File: src/rtl/rtseq_regs.vh
`ifndef RTSEQ_REGS_VH
`define RTSEQ_REGS_VH

// Register byte addresses
`define RTSEQ_CAUSE_ADDR     12'h000
`define RTSEQ_STATUS_ADDR    12'h004
`define RTSEQ_PC_ADDR        12'h008
`define RTSEQ_CTRL_ADDR      12'h00C
`define RTSEQ_IRQ_ST_ADDR    12'h010
`define RTSEQ_IRQ_MASK_ADDR  12'h014
`define RTSEQ_SEQ_ADDR       12'h018

// Cause register fields (active-low flags)
`define RTSEQ_CAUSE_BO_BIT   0
`define RTSEQ_CAUSE_PO_BIT   1
`define RTSEQ_CAUSE_RESET    8'h01

// Status register field positions
`define RTSEQ_STAT_PD_BIT    3
`define RTSEQ_STAT_TO_BIT    4

// Control register fields
`define RTSEQ_CTRL_PDE_N_BIT 0
`define RTSEQ_CTRL_RCOSC_BIT 1
`define RTSEQ_CTRL_BODEN_BIT 2
`define RTSEQ_CTRL_GIE_BIT   3
`define RTSEQ_CTRL_RESET     8'h05

// Event bits in interrupt status
`define RTSEQ_EV_POR         0
`define RTSEQ_EV_BOR         1
`define RTSEQ_EV_WDT_RST     2
`define RTSEQ_EV_WDT_WAKE    3
`define RTSEQ_EV_CLR_RST     4
`define RTSEQ_EV_IRQ_WAKE    5
`define RTSEQ_EV_RUN         6

// Program counter values
`define RTSEQ_PC_RESET       13'h0000
`define RTSEQ_PC_VECTOR      13'h0004

// Timing
`define RTSEQ_POWER_UP_DELAY_TIMER_MS        72
`define RTSEQ_CLK_MHZ        125
`define RTSEQ_POWER_UP_DELAY_TIMER_CYCLES    (`RTSEQ_POWER_UP_DELAY_TIMER_MS * 1000 * `RTSEQ_CLK_MHZ)
`define RTSEQ_OST_PERIODS    1024

`endif

File: src/rtl/rtseq_sync.v
`timescale 1ns/1ps
module rtseq_sync #(
    parameter W = 1
) (
    input  wire         clk,
    input  wire         rst_n,
    input  wire [W-1:0] d,
    output wire [W-1:0] q
);
    reg [W-1:0] meta_reg;
    reg [W-1:0] sync_reg;

    // Reset value 0 reads as "clear pin low" until synchronised
    always @(posedge clk or negedge rst_n) begin
        if (!rst_n) begin
            meta_reg <= {W{1'b0}};
            sync_reg <= {W{1'b0}};
        end else begin
            meta_reg <= d;
            sync_reg <= meta_reg;
        end
    end

    assign q = sync_reg;
endmodule

File: src/rtl/rtseq_timer.v
`timescale 1ns/1ps
module rtseq_timer #(
    parameter W = 24
) (
    input  wire         clk,
    input  wire         rst_n,
    input  wire         start,
    input  wire [W-1:0] load,
    output wire         busy,
    output wire         done
);
    reg [W-1:0] cnt_reg;
    reg         busy_reg;
    reg         done_reg;

    // A zero load finishes on the next edge, so a skipped phase costs one cycle
    always @(posedge clk or negedge rst_n) begin
        if (!rst_n) begin
            cnt_reg  <= {W{1'b0}};
            busy_reg <= 1'b0;
            done_reg <= 1'b0;
        end else begin
            done_reg <= 1'b0;
            if (start) begin
                cnt_reg  <= load;
                busy_reg <= 1'b1;
            end else if (busy_reg) begin
                if (cnt_reg <= {{(W-1){1'b0}}, 1'b1}) begin
                    busy_reg <= 1'b0;
                    done_reg <= 1'b1;
                    cnt_reg  <= {W{1'b0}};
                end else begin
                    cnt_reg <= cnt_reg - {{(W-1){1'b0}}, 1'b1};
                end
            end
        end
    end

    assign busy = busy_reg;
    assign done = done_reg;
endmodule

File: src/rtl/rtseq_top.v
// How it works
// Delay timer first, then oscillator start-up
// RC mode, delay off: no time-out
// Time-outs ignore clear pin; release runs
// Time-out lengths per oscillator and cause
// Bit0 brown-out flag, low after brown-out
// Brown-out detection off: flag is unknown
// Bit1 power-on flag cleared on power-on
// Cause encoded by four flags
// Power-on always sets timeout flag
// Power-on always sets power-down flag
// PC zero on reset, plus one on wake
// Interrupt wake with enable loads vector
// Cause register values per condition
// Execution held until all releases
//
// Design decisions made here: the register offsets and the APB slave port.
`timescale 1ns/1ps
`include "rtseq_regs.vh"
module rtseq_top #(
    parameter [23:0] POWER_UP_DELAY_TIMER_CYCLES = `RTSEQ_POWER_UP_DELAY_TIMER_CYCLES,
    parameter [23:0] OST_CYCLES  = `RTSEQ_OST_PERIODS
) (
    input  wire        pclk,
    input  wire        presetn,
    input  wire        psel,
    input  wire        penable,
    input  wire        pwrite,
    input  wire [11:0] paddr,
    input  wire [31:0] pwdata,
    output reg  [31:0] prdata,
    output reg         pready,
    output reg         pslverr,
    input  wire        por_pulse,
    input  wire        bor_pulse,
    input  wire        external_clear_pin_n,
    input  wire        wdt_reset,
    input  wire        wdt_wake,
    input  wire        irq_wake,
    input  wire        sleeping,
    input  wire [12:0] cur_pc,
    output reg         core_reset_n,
    output reg  [12:0] pc_load,
    output reg         pc_load_strobe,
    output reg         irq
);
    localparam [2:0] ST_IDLE = 3'd0;
    localparam [2:0] ST_POWER_UP_DELAY_TIMER = 3'd1;
    localparam [2:0] ST_OST  = 3'd2;
    localparam [2:0] ST_CLR  = 3'd3;
    localparam [2:0] ST_RUN  = 3'd4;

    wire [5:0] raw_in;
    wire [5:0] sync_in;
    assign raw_in = {irq_wake, wdt_wake, wdt_reset, bor_pulse, por_pulse,
                     external_clear_pin_n};

    // Every asynchronous input passes two flops before any edge detect
    rtseq_sync #(.W(6)) u_sync (
        .clk   (pclk),
        .rst_n (presetn),
        .d     (raw_in),
        .q     (sync_in)
    );

    wire clr_n  = sync_in[0];
    wire por_s  = sync_in[1];
    wire bor_s  = sync_in[2];
    wire wdtr_s = sync_in[3];
    wire wdtw_s = sync_in[4];
    wire irqw_s = sync_in[5];

    reg  [5:0] prev_reg;
    wire [5:0] rise = sync_in & ~prev_reg;
    wire       clr_fall = prev_reg[0] & ~clr_n;

    reg  [2:0]  state_reg;
    reg  [7:0]  cause_reg;
    reg  [7:0]  status_reg;
    reg  [7:0]  ctrl_reg;
    reg  [6:0]  irq_st_reg;
    reg  [6:0]  irq_mask_reg;
    reg  [23:0] ost_load_reg;
    reg         power_up_delay_timer_start;
    reg         ost_start;
    wire        power_up_delay_timer_done;
    wire        ost_done;
    wire        power_up_delay_timer_busy;
    wire        ost_busy;

    wire pde_n  = ctrl_reg[`RTSEQ_CTRL_PDE_N_BIT];
    wire rc_osc = ctrl_reg[`RTSEQ_CTRL_RCOSC_BIT];
    wire boden  = ctrl_reg[`RTSEQ_CTRL_BODEN_BIT];
    wire global_irq_enable    = ctrl_reg[`RTSEQ_CTRL_GIE_BIT];

    // The delay length is fixed; only whether it runs depends on control bits
    rtseq_timer #(.W(24)) u_power_up_delay_timer (
        .clk   (pclk),
        .rst_n (presetn),
        .start (power_up_delay_timer_start),
        .load  (POWER_UP_DELAY_TIMER_CYCLES),
        .busy  (power_up_delay_timer_busy),
        .done  (power_up_delay_timer_done)
    );

    rtseq_timer #(.W(24)) u_ost (
        .clk   (pclk),
        .rst_n (presetn),
        .start (ost_start),
        .load  (ost_load_reg),
        .busy  (ost_busy),
        .done  (ost_done)
    );

    // Crystal modes need the start-up count; RC mode has none
    function [23:0] ost_len;
        input rc;
        begin
            ost_len = rc ? 24'h00_0000 : OST_CYCLES;
        end
    endfunction

    // Only the seven word offsets answer without an error
    function addr_known;
        input [11:0] a;
        begin
            if (a == `RTSEQ_CAUSE_ADDR)
                addr_known = 1'b1;
            else if (a == `RTSEQ_STATUS_ADDR)
                addr_known = 1'b1;
            else if (a == `RTSEQ_PC_ADDR)
                addr_known = 1'b1;
            else if (a == `RTSEQ_CTRL_ADDR)
                addr_known = 1'b1;
            else if (a == `RTSEQ_IRQ_ST_ADDR)
                addr_known = 1'b1;
            else if (a == `RTSEQ_IRQ_MASK_ADDR)
                addr_known = 1'b1;
            else if (a == `RTSEQ_SEQ_ADDR)
                addr_known = 1'b1;
            else
                addr_known = 1'b0;
        end
    endfunction

    wire wr_en = psel & penable & pwrite & pready;
    wire rd_en = psel & ~penable & ~pwrite;

    // Only a completed write access clears status bits
    wire w1c_hit = wr_en && (paddr == `RTSEQ_IRQ_ST_ADDR);
    wire [6:0] w1c = w1c_hit ? pwdata[6:0] : 7'h00;

    reg [6:0] ev;
    reg       wake;

    always @* begin
        ev = 7'h00;
        ev[`RTSEQ_EV_POR]      = rise[1];
        ev[`RTSEQ_EV_BOR]      = rise[2] & boden;
        ev[`RTSEQ_EV_WDT_RST]  = rise[3] & ~sleeping;
        ev[`RTSEQ_EV_WDT_WAKE] = rise[4] & sleeping;
        ev[`RTSEQ_EV_CLR_RST]  = clr_fall;
        ev[`RTSEQ_EV_IRQ_WAKE] = rise[5] & sleeping;
        ev[`RTSEQ_EV_RUN]      = (state_reg != ST_RUN) && (state_reg != ST_IDLE) &&
                                 clr_n && !power_up_delay_timer_busy && !ost_busy &&
                                 !power_up_delay_timer_start && !ost_start && state_reg == ST_CLR;
        wake = ev[`RTSEQ_EV_WDT_WAKE] | ev[`RTSEQ_EV_IRQ_WAKE];
    end

    always @(posedge pclk or negedge presetn) begin
        if (!presetn) begin
            // Matches the synchroniser reset, so no false clear-pin edge follows reset
            prev_reg       <= 6'h00;
            state_reg      <= ST_IDLE;
            cause_reg      <= `RTSEQ_CAUSE_RESET;
            status_reg     <= 8'h18;
            ctrl_reg       <= `RTSEQ_CTRL_RESET;
            irq_st_reg     <= 7'h00;
            irq_mask_reg   <= 7'h00;
            ost_load_reg   <= 24'h00_0000;
            power_up_delay_timer_start     <= 1'b0;
            ost_start      <= 1'b0;
            core_reset_n   <= 1'b0;
            pc_load        <= `RTSEQ_PC_RESET;
            pc_load_strobe <= 1'b0;
            irq            <= 1'b0;
            pready         <= 1'b0;
            pslverr        <= 1'b0;
            prdata         <= 32'h0000_0000;
        end else begin
            prev_reg       <= sync_in;
            power_up_delay_timer_start     <= 1'b0;
            ost_start      <= 1'b0;
            pc_load_strobe <= 1'b0;
            // Set beats write-one-to-clear in the same cycle
            irq_st_reg <= (irq_st_reg & ~w1c) | ev;
            irq        <= |(((irq_st_reg & ~w1c) | ev) & irq_mask_reg);

            case (state_reg)
                ST_IDLE, ST_RUN: begin
                    if (ev[`RTSEQ_EV_POR] || ev[`RTSEQ_EV_BOR]) begin
                        core_reset_n <= 1'b0;
                        // Skip the delay timer when it is disabled, except on a brown-out without power-on
                        if (!pde_n) begin
                            power_up_delay_timer_start <= 1'b1;
                            state_reg  <= ST_POWER_UP_DELAY_TIMER;
                        end else if (ev[`RTSEQ_EV_BOR] && !ev[`RTSEQ_EV_POR]) begin
                            power_up_delay_timer_start <= 1'b1;
                            state_reg  <= ST_POWER_UP_DELAY_TIMER;
                        end else begin
                            ost_start <= 1'b1;
                            state_reg <= ST_OST;
                        end
                        ost_load_reg <= ost_len(rc_osc);
                    end else if (wake) begin
                        // A wake reruns only the start-up count, never the delay
                        core_reset_n <= 1'b0;
                        ost_load_reg <= ost_len(rc_osc);
                        ost_start    <= 1'b1;
                        state_reg    <= ST_OST;
                    end else if (ev[`RTSEQ_EV_WDT_RST] || (clr_fall && state_reg == ST_RUN)) begin
                        // Pin and watchdog resets skip both timers and wait for the pin
                        core_reset_n <= 1'b0;
                        state_reg    <= ST_CLR;
                    end
                end
                ST_POWER_UP_DELAY_TIMER: if (power_up_delay_timer_done) begin
                    ost_start <= 1'b1;
                    state_reg <= ST_OST;
                end
                ST_OST: if (ost_done) state_reg <= ST_CLR;
                ST_CLR: if (clr_n) begin
                    // Time-outs already spent, so release runs at once
                    core_reset_n   <= 1'b1;
                    pc_load_strobe <= 1'b1;
                    state_reg      <= ST_RUN;
                end
                default: state_reg <= ST_IDLE;
            endcase

            if (ev[`RTSEQ_EV_POR]) begin
                pc_load    <= `RTSEQ_PC_RESET;
                status_reg <= {3'b000, 1'b1, 1'b1, status_reg[2:0]};
                // With detection off the brown-out flag is left as it was
                cause_reg  <= {cause_reg[7:2], 1'b0, boden | cause_reg[0]};
            end else if (ev[`RTSEQ_EV_BOR]) begin
                pc_load    <= `RTSEQ_PC_RESET;
                status_reg <= {3'b000, 1'b1, 1'b1, status_reg[2:0]};
                cause_reg  <= {cause_reg[7:1], 1'b0};
            end else if (ev[`RTSEQ_EV_WDT_RST]) begin
                pc_load    <= `RTSEQ_PC_RESET;
                status_reg <= {3'b000, 1'b0, 1'b1, status_reg[2:0]};
            end else if (ev[`RTSEQ_EV_WDT_WAKE]) begin
                pc_load    <= cur_pc + 13'h0001;
                status_reg <= {status_reg[7:5], 1'b0, 1'b0, status_reg[2:0]};
            end else if (ev[`RTSEQ_EV_IRQ_WAKE]) begin
                pc_load    <= global_irq_enable ? `RTSEQ_PC_VECTOR : cur_pc + 13'h0001;
                status_reg <= {status_reg[7:5], 1'b1, 1'b0, status_reg[2:0]};
            end else if (clr_fall && state_reg == ST_RUN) begin
                pc_load <= `RTSEQ_PC_RESET;
                if (sleeping)
                    status_reg <= {3'b000, 1'b1, 1'b0, status_reg[2:0]};
                else
                    status_reg <= {3'b000, status_reg[4:0]};
            end

            // Every transfer ends in its access cycle; no wait states
            pready  <= 1'b0;
            pslverr <= 1'b0;
            if (psel && !penable) begin
                pready <= 1'b1;
                if (!addr_known(paddr))
                    pslverr <= 1'b1;
            end
            // Read data is taken in the setup cycle and stands through the access
            if (rd_en) begin
                if (paddr == `RTSEQ_CAUSE_ADDR)
                    prdata <= {24'h00_0000, cause_reg};
                else if (paddr == `RTSEQ_STATUS_ADDR)
                    prdata <= {24'h00_0000, status_reg};
                else if (paddr == `RTSEQ_PC_ADDR)
                    prdata <= {19'h0_0000, pc_load};
                else if (paddr == `RTSEQ_CTRL_ADDR)
                    prdata <= {24'h00_0000, ctrl_reg};
                else if (paddr == `RTSEQ_IRQ_ST_ADDR)
                    prdata <= {25'h000_0000, irq_st_reg};
                else if (paddr == `RTSEQ_IRQ_MASK_ADDR)
                    prdata <= {25'h000_0000, irq_mask_reg};
                else if (paddr == `RTSEQ_SEQ_ADDR)
                    prdata <= {28'h000_0000, core_reset_n, state_reg};
                else
                    prdata <= 32'h0000_0000;
            end
            if (wr_en) begin
                // Software sets the flags back after each reset
                if (paddr == `RTSEQ_CAUSE_ADDR && !ev[`RTSEQ_EV_POR] && !ev[`RTSEQ_EV_BOR])
                    cause_reg <= {6'h00, pwdata[1:0]};
                else if (paddr == `RTSEQ_CTRL_ADDR)
                    ctrl_reg <= {4'h0, pwdata[3:0]};
                else if (paddr == `RTSEQ_IRQ_MASK_ADDR)
                    irq_mask_reg <= pwdata[6:0];
            end
        end
    end
endmodule

File: config.mk
export PLATFORM = sky130hd
export DESIGN_NAME = rtseq_top
export DESIGN_NICKNAME = d
export VERILOG_FILES = /design/src/rtl/rtseq_sync.v /design/src/rtl/rtseq_timer.v /design/src/rtl/rtseq_top.v
export VERILOG_INCLUDE_DIRS = /design/src /design/src/rtl
export SDC_FILE = /design/constraint.sdc
export NUM_CORES = 1
export LEC_CHECK = 0
export ABC_AREA = 0
export BUFFER_PORTS_ARGS = -buffer_cell sky130_fd_sc_hd__buf_2
export CORE_MARGIN = 2
export CORE_UTILIZATION = 50
export CTS_CLUSTER_SIZE = 10
export DETAILED_ROUTE_END_ITERATION = 6
export HOLD_SLACK_MARGIN = 0.05
export MAX_ROUTING_LAYER = met4
export PLACE_DENSITY = 0.69
export SYNTH_ARGS = -nofsm -noshare
export SYNTH_HDL_FRONTEND = slang
export SYNTH_SLANG_ARGS = --single-unit
File: constraint.sdc
create_clock -name pclk -period 3.8 [get_ports pclk]
set_clock_uncertainty 0.15 [all_clocks]
set_input_delay 0.38 -clock pclk [delete_from_list [all_inputs] [get_ports pclk]]
set_output_delay 0.38 -clock pclk [all_outputs]
set_load 0.02 [all_outputs]
; Yosys cells after proc, flatten, opt, wreduce, memory -nomap -nowiden
; Cells that the tools add are included.
[totals]
in_bits = 69
word_cells = 197
ff_bits = 180
out_inout_bits = 50
[classes]
n_reduce_logical = 41
n_lt_le_gt_ge = 2
eq_ne = 17
n_addsub = 3
n_bitwise = 24
mux = 84
[op_table]
columns = cell, n
row1 = $mux W24, 8
row2 = $mux W13, 10
row3 = $mux W8, 8
row4 = $le A24 B1 Y1 const B, 2
row5 = $sub A24 B1 Y24 const B, 2
row6 = $mux W1, 39
row7 = $eq A12 B5 Y1 const B, 3
row8 = $mux W7, 4
row9 = $eq A12 B4 Y1 const B, 2
row10 = $mux W3, 6
row11 = $and A7 B7 Y7, 2
row12 = $add A13 B1 Y13 const B, 1
row13 = $logic_and A1 B1 Y1, 13
row14 = $eq A12 B3 Y1 const B, 1
row15 = $logic_not A12 Y1, 1
row16 = $ne A4 B4 Y1 const B, 3
row17 = $pmux W3 S4, 1
row18 = $reduce_bool A6 Y1, 2
row19 = $mux W11, 1
row20 = $and A1 B1 Y1, 10
row21 = $reduce_and A3 Y1, 3
row22 = $reduce_and A4 Y1, 2
row23 = $reduce_bool A2 Y1, 4
row24 = $logic_not A1 Y1, 7
row25 = other kinds (22), 36

; Depth between registers and ports, before layout
[depth]
depth_word = 11
depth_mapped = 9
ltp_nobuf = 7

; By module
; Synthesis repeated with hierarchy kept, for this count alone.
[hier_totals]
hier_cells = 770
hier_area_um2 = 7245.7
[by_module_without_submodules]
columns = module, area_per_inst_um2, seq_area_each_um2, cells_each, instances
row1 = rtseq_top, 3519.6, 1632.8, 390, 1
row2 = rtseq_timer, 1712.9, 650.6, 184, 2
row3 = rtseq_sync, 300.3, 300.3, 12, 1

; Least setup slack after synthesis
; No wires, ideal clock.
[synth_timing]
kind = register -> register
start = register u_power_up_delay_timer.cnt_reg[0]
end = register u_power_up_delay_timer.cnt_reg[16]
stages_incl_launch_ff = 8
arrival_time_ns = 1.799
setup_ns = 0.126
synth_period_minus_slack_ns = 2.075
slack_ns = 1.725
n_path_buf = 0
required_ns = 3.524
path_cell_list = dfrtp_1 -> inv_1 -> ha_1 -> nor3b_2 -> nand3_2 -> nor3_1 -> o21ai_1 -> a221o_1
[synth_via]
elab_chain_len = 4
word_cells_on_any_way = 5
classes_between = add/sub: 1 / order compare: 1 / mux: 3
[synth_rtl]
columns = element, line_no
row1 = from (decl), rtseq_timer.v:12  ; reg [W-1:0] cnt_reg;
row2 = from (signal assigned), rtseq_timer.v:19  ; cnt_reg <= {W{1'b0}};
row3 = from (signal assigned), rtseq_timer.v:25  ; cnt_reg <= load;
row4 = from (signal assigned), rtseq_timer.v:31  ; cnt_reg <= {W{1'b0}};
row5 = $sub A24 B1 Y24 / $le A24 B1 Y1 (equally long branches), "rtseq_timer.v:33, rtseq_timer.v:28"
row6 = $mux W24 (*), rtseq_timer.v:28  ; if (cnt_reg <= {{(W-1){1'b0}}, 1'b1}) begin
row7 = $mux W24 (*), rtseq_timer.v:27  ; end else if (busy_reg) begin
row8 = $mux W24 (*), rtseq_timer.v:24  ; if (start) begin
; Mark *: on every way between the ends. The rest lies on a longest branch, timed or not. The select of a mux whose other input is x is not followed.
; A chain may end at the register's enable or synchronous reset.

; Worst setup path in the final report
[layout_timing]
start = register u_ost.cnt_reg[0]
end = register u_ost.cnt_reg[22]
[layout_via]
elab_chain_len = 4
word_cells_on_any_way = 5
classes_between = add/sub: 1 / order compare: 1 / mux: 3
[layout_rtl]
columns = element, line_no
row1 = from (decl), rtseq_timer.v:12
row2 = from (signal assigned), rtseq_timer.v:19
row3 = from (signal assigned), rtseq_timer.v:25
row4 = from (signal assigned), rtseq_timer.v:31
row5 = $sub A24 B1 Y24 / $le A24 B1 Y1 (equally long branches), "rtseq_timer.v:33, rtseq_timer.v:28"
row6 = $mux W24 (*), rtseq_timer.v:28
row7 = $mux W24 (*), rtseq_timer.v:27
row8 = $mux W24 (*), rtseq_timer.v:24
; Marks and branches as above.

==> flow_metrics.tcl <==
set metrics [dict create \
    synth-async-reset-ratio_pct 100 \
    drt_iter0_drc 517 \
    tns_ns 0 \
    die_area_mm2 0.0143 \
    finalHoldViolCount 0 \
    place_area_mm2 0.00708 \
    cts.repair.resized 0 \
    n_antenna_cell 0 \
    power_density_mw_per_mm2 639 \
    cts_tree "done" \
    final_util_pct 59.1 \
    drive_gt1_share_pct 19.5 \
    cts_buffers 17 \
    syn_inst 682 \
    final-seq-area_mm2 0.00323 \
    irDropWorstVdd_uv 530 \
    synth_top_area_share_pct 46.5 \
    tightest_slew_ns 0.797 \
    status "completed" \
    drv_slew 0 \
    rows 42 \
    clk_path_buf_depth 2 \
    hold_class "in2reg" \
    synth_seq_cells 129 \
    grt_pass1_vias 5290 \
    final.min_clock_period_ns 2.53 \
    crit_fanout 5 \
    wl_um 15400 \
    vias_per_cell 5.79 \
    postCtsSetupRepairBufs 0 \
    cap_violations 0 \
    final_area_mm2 0.00777 \
    cp_data_arrival_time_ns 2.67 \
    switchingPower_w 0.00174 \
    dieHeight_um 120 \
    synth_ff_type "dfrtp_1" \
    fin_nets 833 \
    holdPathStages 2 \
    clock_power_share_pct 33.7 \
    die_w_um 120 \
    grt_usage_pct 23.5 \
    hpwl_um 10500 \
    rrSetupSlack_ns 1.27 \
    start_util_pct 50.8 \
    drc 0 \
    ioPinCount 119 \
    clock_latency_ns 0.42 \
    swShare_pct 35.1 \
    required_ns 3.94 \
    timing.rr.start "u_ost.cnt_reg[0]" \
    worst_r2r_endpoint "u_ost.cnt_reg[22]" \
    synth-seq-area-share_pct 48.5 \
    antenna_found_initial 0 \
    vias 5482 \
    cts_hold_buf 9 \
    drtPass1Iterations 6 \
    synthTopCellsByArea "dfrtp_1 (47%), o21ai_0 (4.0%), nand2_1 (3.5%), a31oi_1 (3.4%), nor2_1 (2.8%)" \
    power_frac_comb_pct 26.4 \
    cp-start-kind "flop" \
    setup_ws_ns 1.27 \
    n_fill_cell 1146 \
    syn_to_final_growth_pct 16.5 \
    post_drt_wl_per_cell_um 16.2 \
    root_buffer "clkbuf_16" \
    path_clk_slew_ns 0.05 \
    synth_area_leader_cell "dfrtp_1" \
    grt_max_degree 74 \
    grt_pass1_wl_um 26200 \
    place_ws_ns 1.33 \
    overflow 0 \
    hold_ws_ns 0.0757 \
    setup_viol 0 \
    setup.worst_path.end_class "flop" \
    clkSinkCount 129 \
    hold_start "pwdata[4]" \
    multi_input_area_mm2 0.00316 \
    final.period_utilization_pct 66.6 \
    drtAntennaViolNets 0 \
    place_congestion 0.852 \
    final_common_cell "dfrtp_1" \
    syn_area_mm2 0.00667 \
    final_cell_mix "dfrtp_1 (124), buf_2 (73), nand2_1 (63)" \
    synthDistinctLibCells 70 \
    synth_edf_count 0 \
    port_buffers 74 \
    leakagePower_nw 3.47 \
    coreArea_mm2 0.0131 \
    max_freq_mhz 395 \
    power_frac_seq_pct 40.0 \
    worst-setup-path-type "reg2reg" \
    rr_worst_depth 7 \
    rsz0062_at_grt "false" \
    hold_end "irq_mask_reg[4]" \
    yosys_warnings 0 \
    htreeDepth 4 \
    syn_area_per_cell_um2 9.78 \
    slew_headroom_pct 46.9 \
    p_int_w 0.00322 \
]
-- layer usage --
metal  global-route usage, %  wire length, um  up-vias
met2                    35.1             7160      119
met4                    8.09              204        0
met5                       -                0        -
met1                    32.0             7220     2712
li1                        -                -     2635
met3                    5.18              780       16
-- layout make-up --
type                            count  share of cell area (%)
Clock buffer                       21                    6.05
Sequential cell                   129                    41.6
Tap cell                          176                    2.83
Inverter                           16                   0.773
Clock inverter                     10                    1.72
Multi-Input combinational cell    510                    40.7
Timing Repair Buffer               85                    6.31
-- cell families after synthesis --
| logic type | synth area share (%) |
|---|---|
| AND/OR/NAND/NOR | 21.1 |
| AO/OA/AOI/OAI | 19.0 |
| flip-flops | 48.5 |
| buffers and inverters | 5.14 |
| multiplexers | 4.03 |
| XOR/XNOR | 1.31 |
| adder cells (fa/ha/maj) | 0.938 |
| other | 0.0562 |
-- worst max path at each step --
stage | start | endpoint | slack (ns) | cells after the start
after floorplan | u_power_up_delay_timer.cnt_reg[0] | u_power_up_delay_timer.cnt_reg[16] | 1.72 | 7
after global placement | u_ost.cnt_reg[0] | u_ost.cnt_reg[22] | 1.40 | 7
after detailed placement | u_ost.cnt_reg[0] | u_ost.cnt_reg[22] | 1.33 | 7
after CTS | u_ost.cnt_reg[0] | u_ost.cnt_reg[22] | 1.33 | 7
after global routing | u_ost.cnt_reg[0] | u_ost.cnt_reg[22] | 1.01 | 7
final | u_ost.cnt_reg[0] | u_ost.cnt_reg[22] | 1.27 | 7
-- Yosys cell counts (6+ instances only) --
master	count
mux2i_1	10
mux2_2	15
or3_1	8
o21ai_0	53
clkbuf_1	16
a31oi_1	36
a22o_1	11
nand2_1	63
xor2_1	6
nor3_1	22
nor4_1	9
a21oi_1	30
dfrtp_1	124
buf_4	19
nand4_1	8
o211ai_1	6
nor4_2	6
nor2b_1	11
inv_1	16
o21ai_1	11
a221o_1	6
a21o_1	12
nand2b_1	18
nor2_1	50
nand3_1	15
-- power groups by stage --
stage / combinational [W] / sequential, W / clock (W)
after floorplan: 0.00110 / 0.00189 / 0
after global placement: 0.00124 / 0.00197 / 0
after detailed placement: 0.00130 / 0.00199 / 0
after CTS: 0.00131 / 0.00197 / 0.00169
after global routing: 0.00148 / 0.00203 / 0.00176
final: 0.00131 / 0.00198 / 0.00167
-- through the flow --
| stage | total power (W) | instances |
|---|---|---|
| global placement | 0.00321 | 907 |
| global route | 0.00527 | 947 |
| CTS | 0.00497 | 947 |
| finish | 0.00497 | 947 |
| floorplan | 0.00299 | 700 |
| detailed placement | 0.00329 | 907 |
-- worst max-delay path, stage by stage, from the launching register on --
cell and delay [ns]:
dfrtp_1 0.42, inv_1 0.10, ha_1 0.23, nor3b_1 0.58, nand4_1 0.36, nor4_1 0.34
nand2b_1 0.15, a31oi_1 0.07
Note: power is estimated with default switching activity, not from simulation.
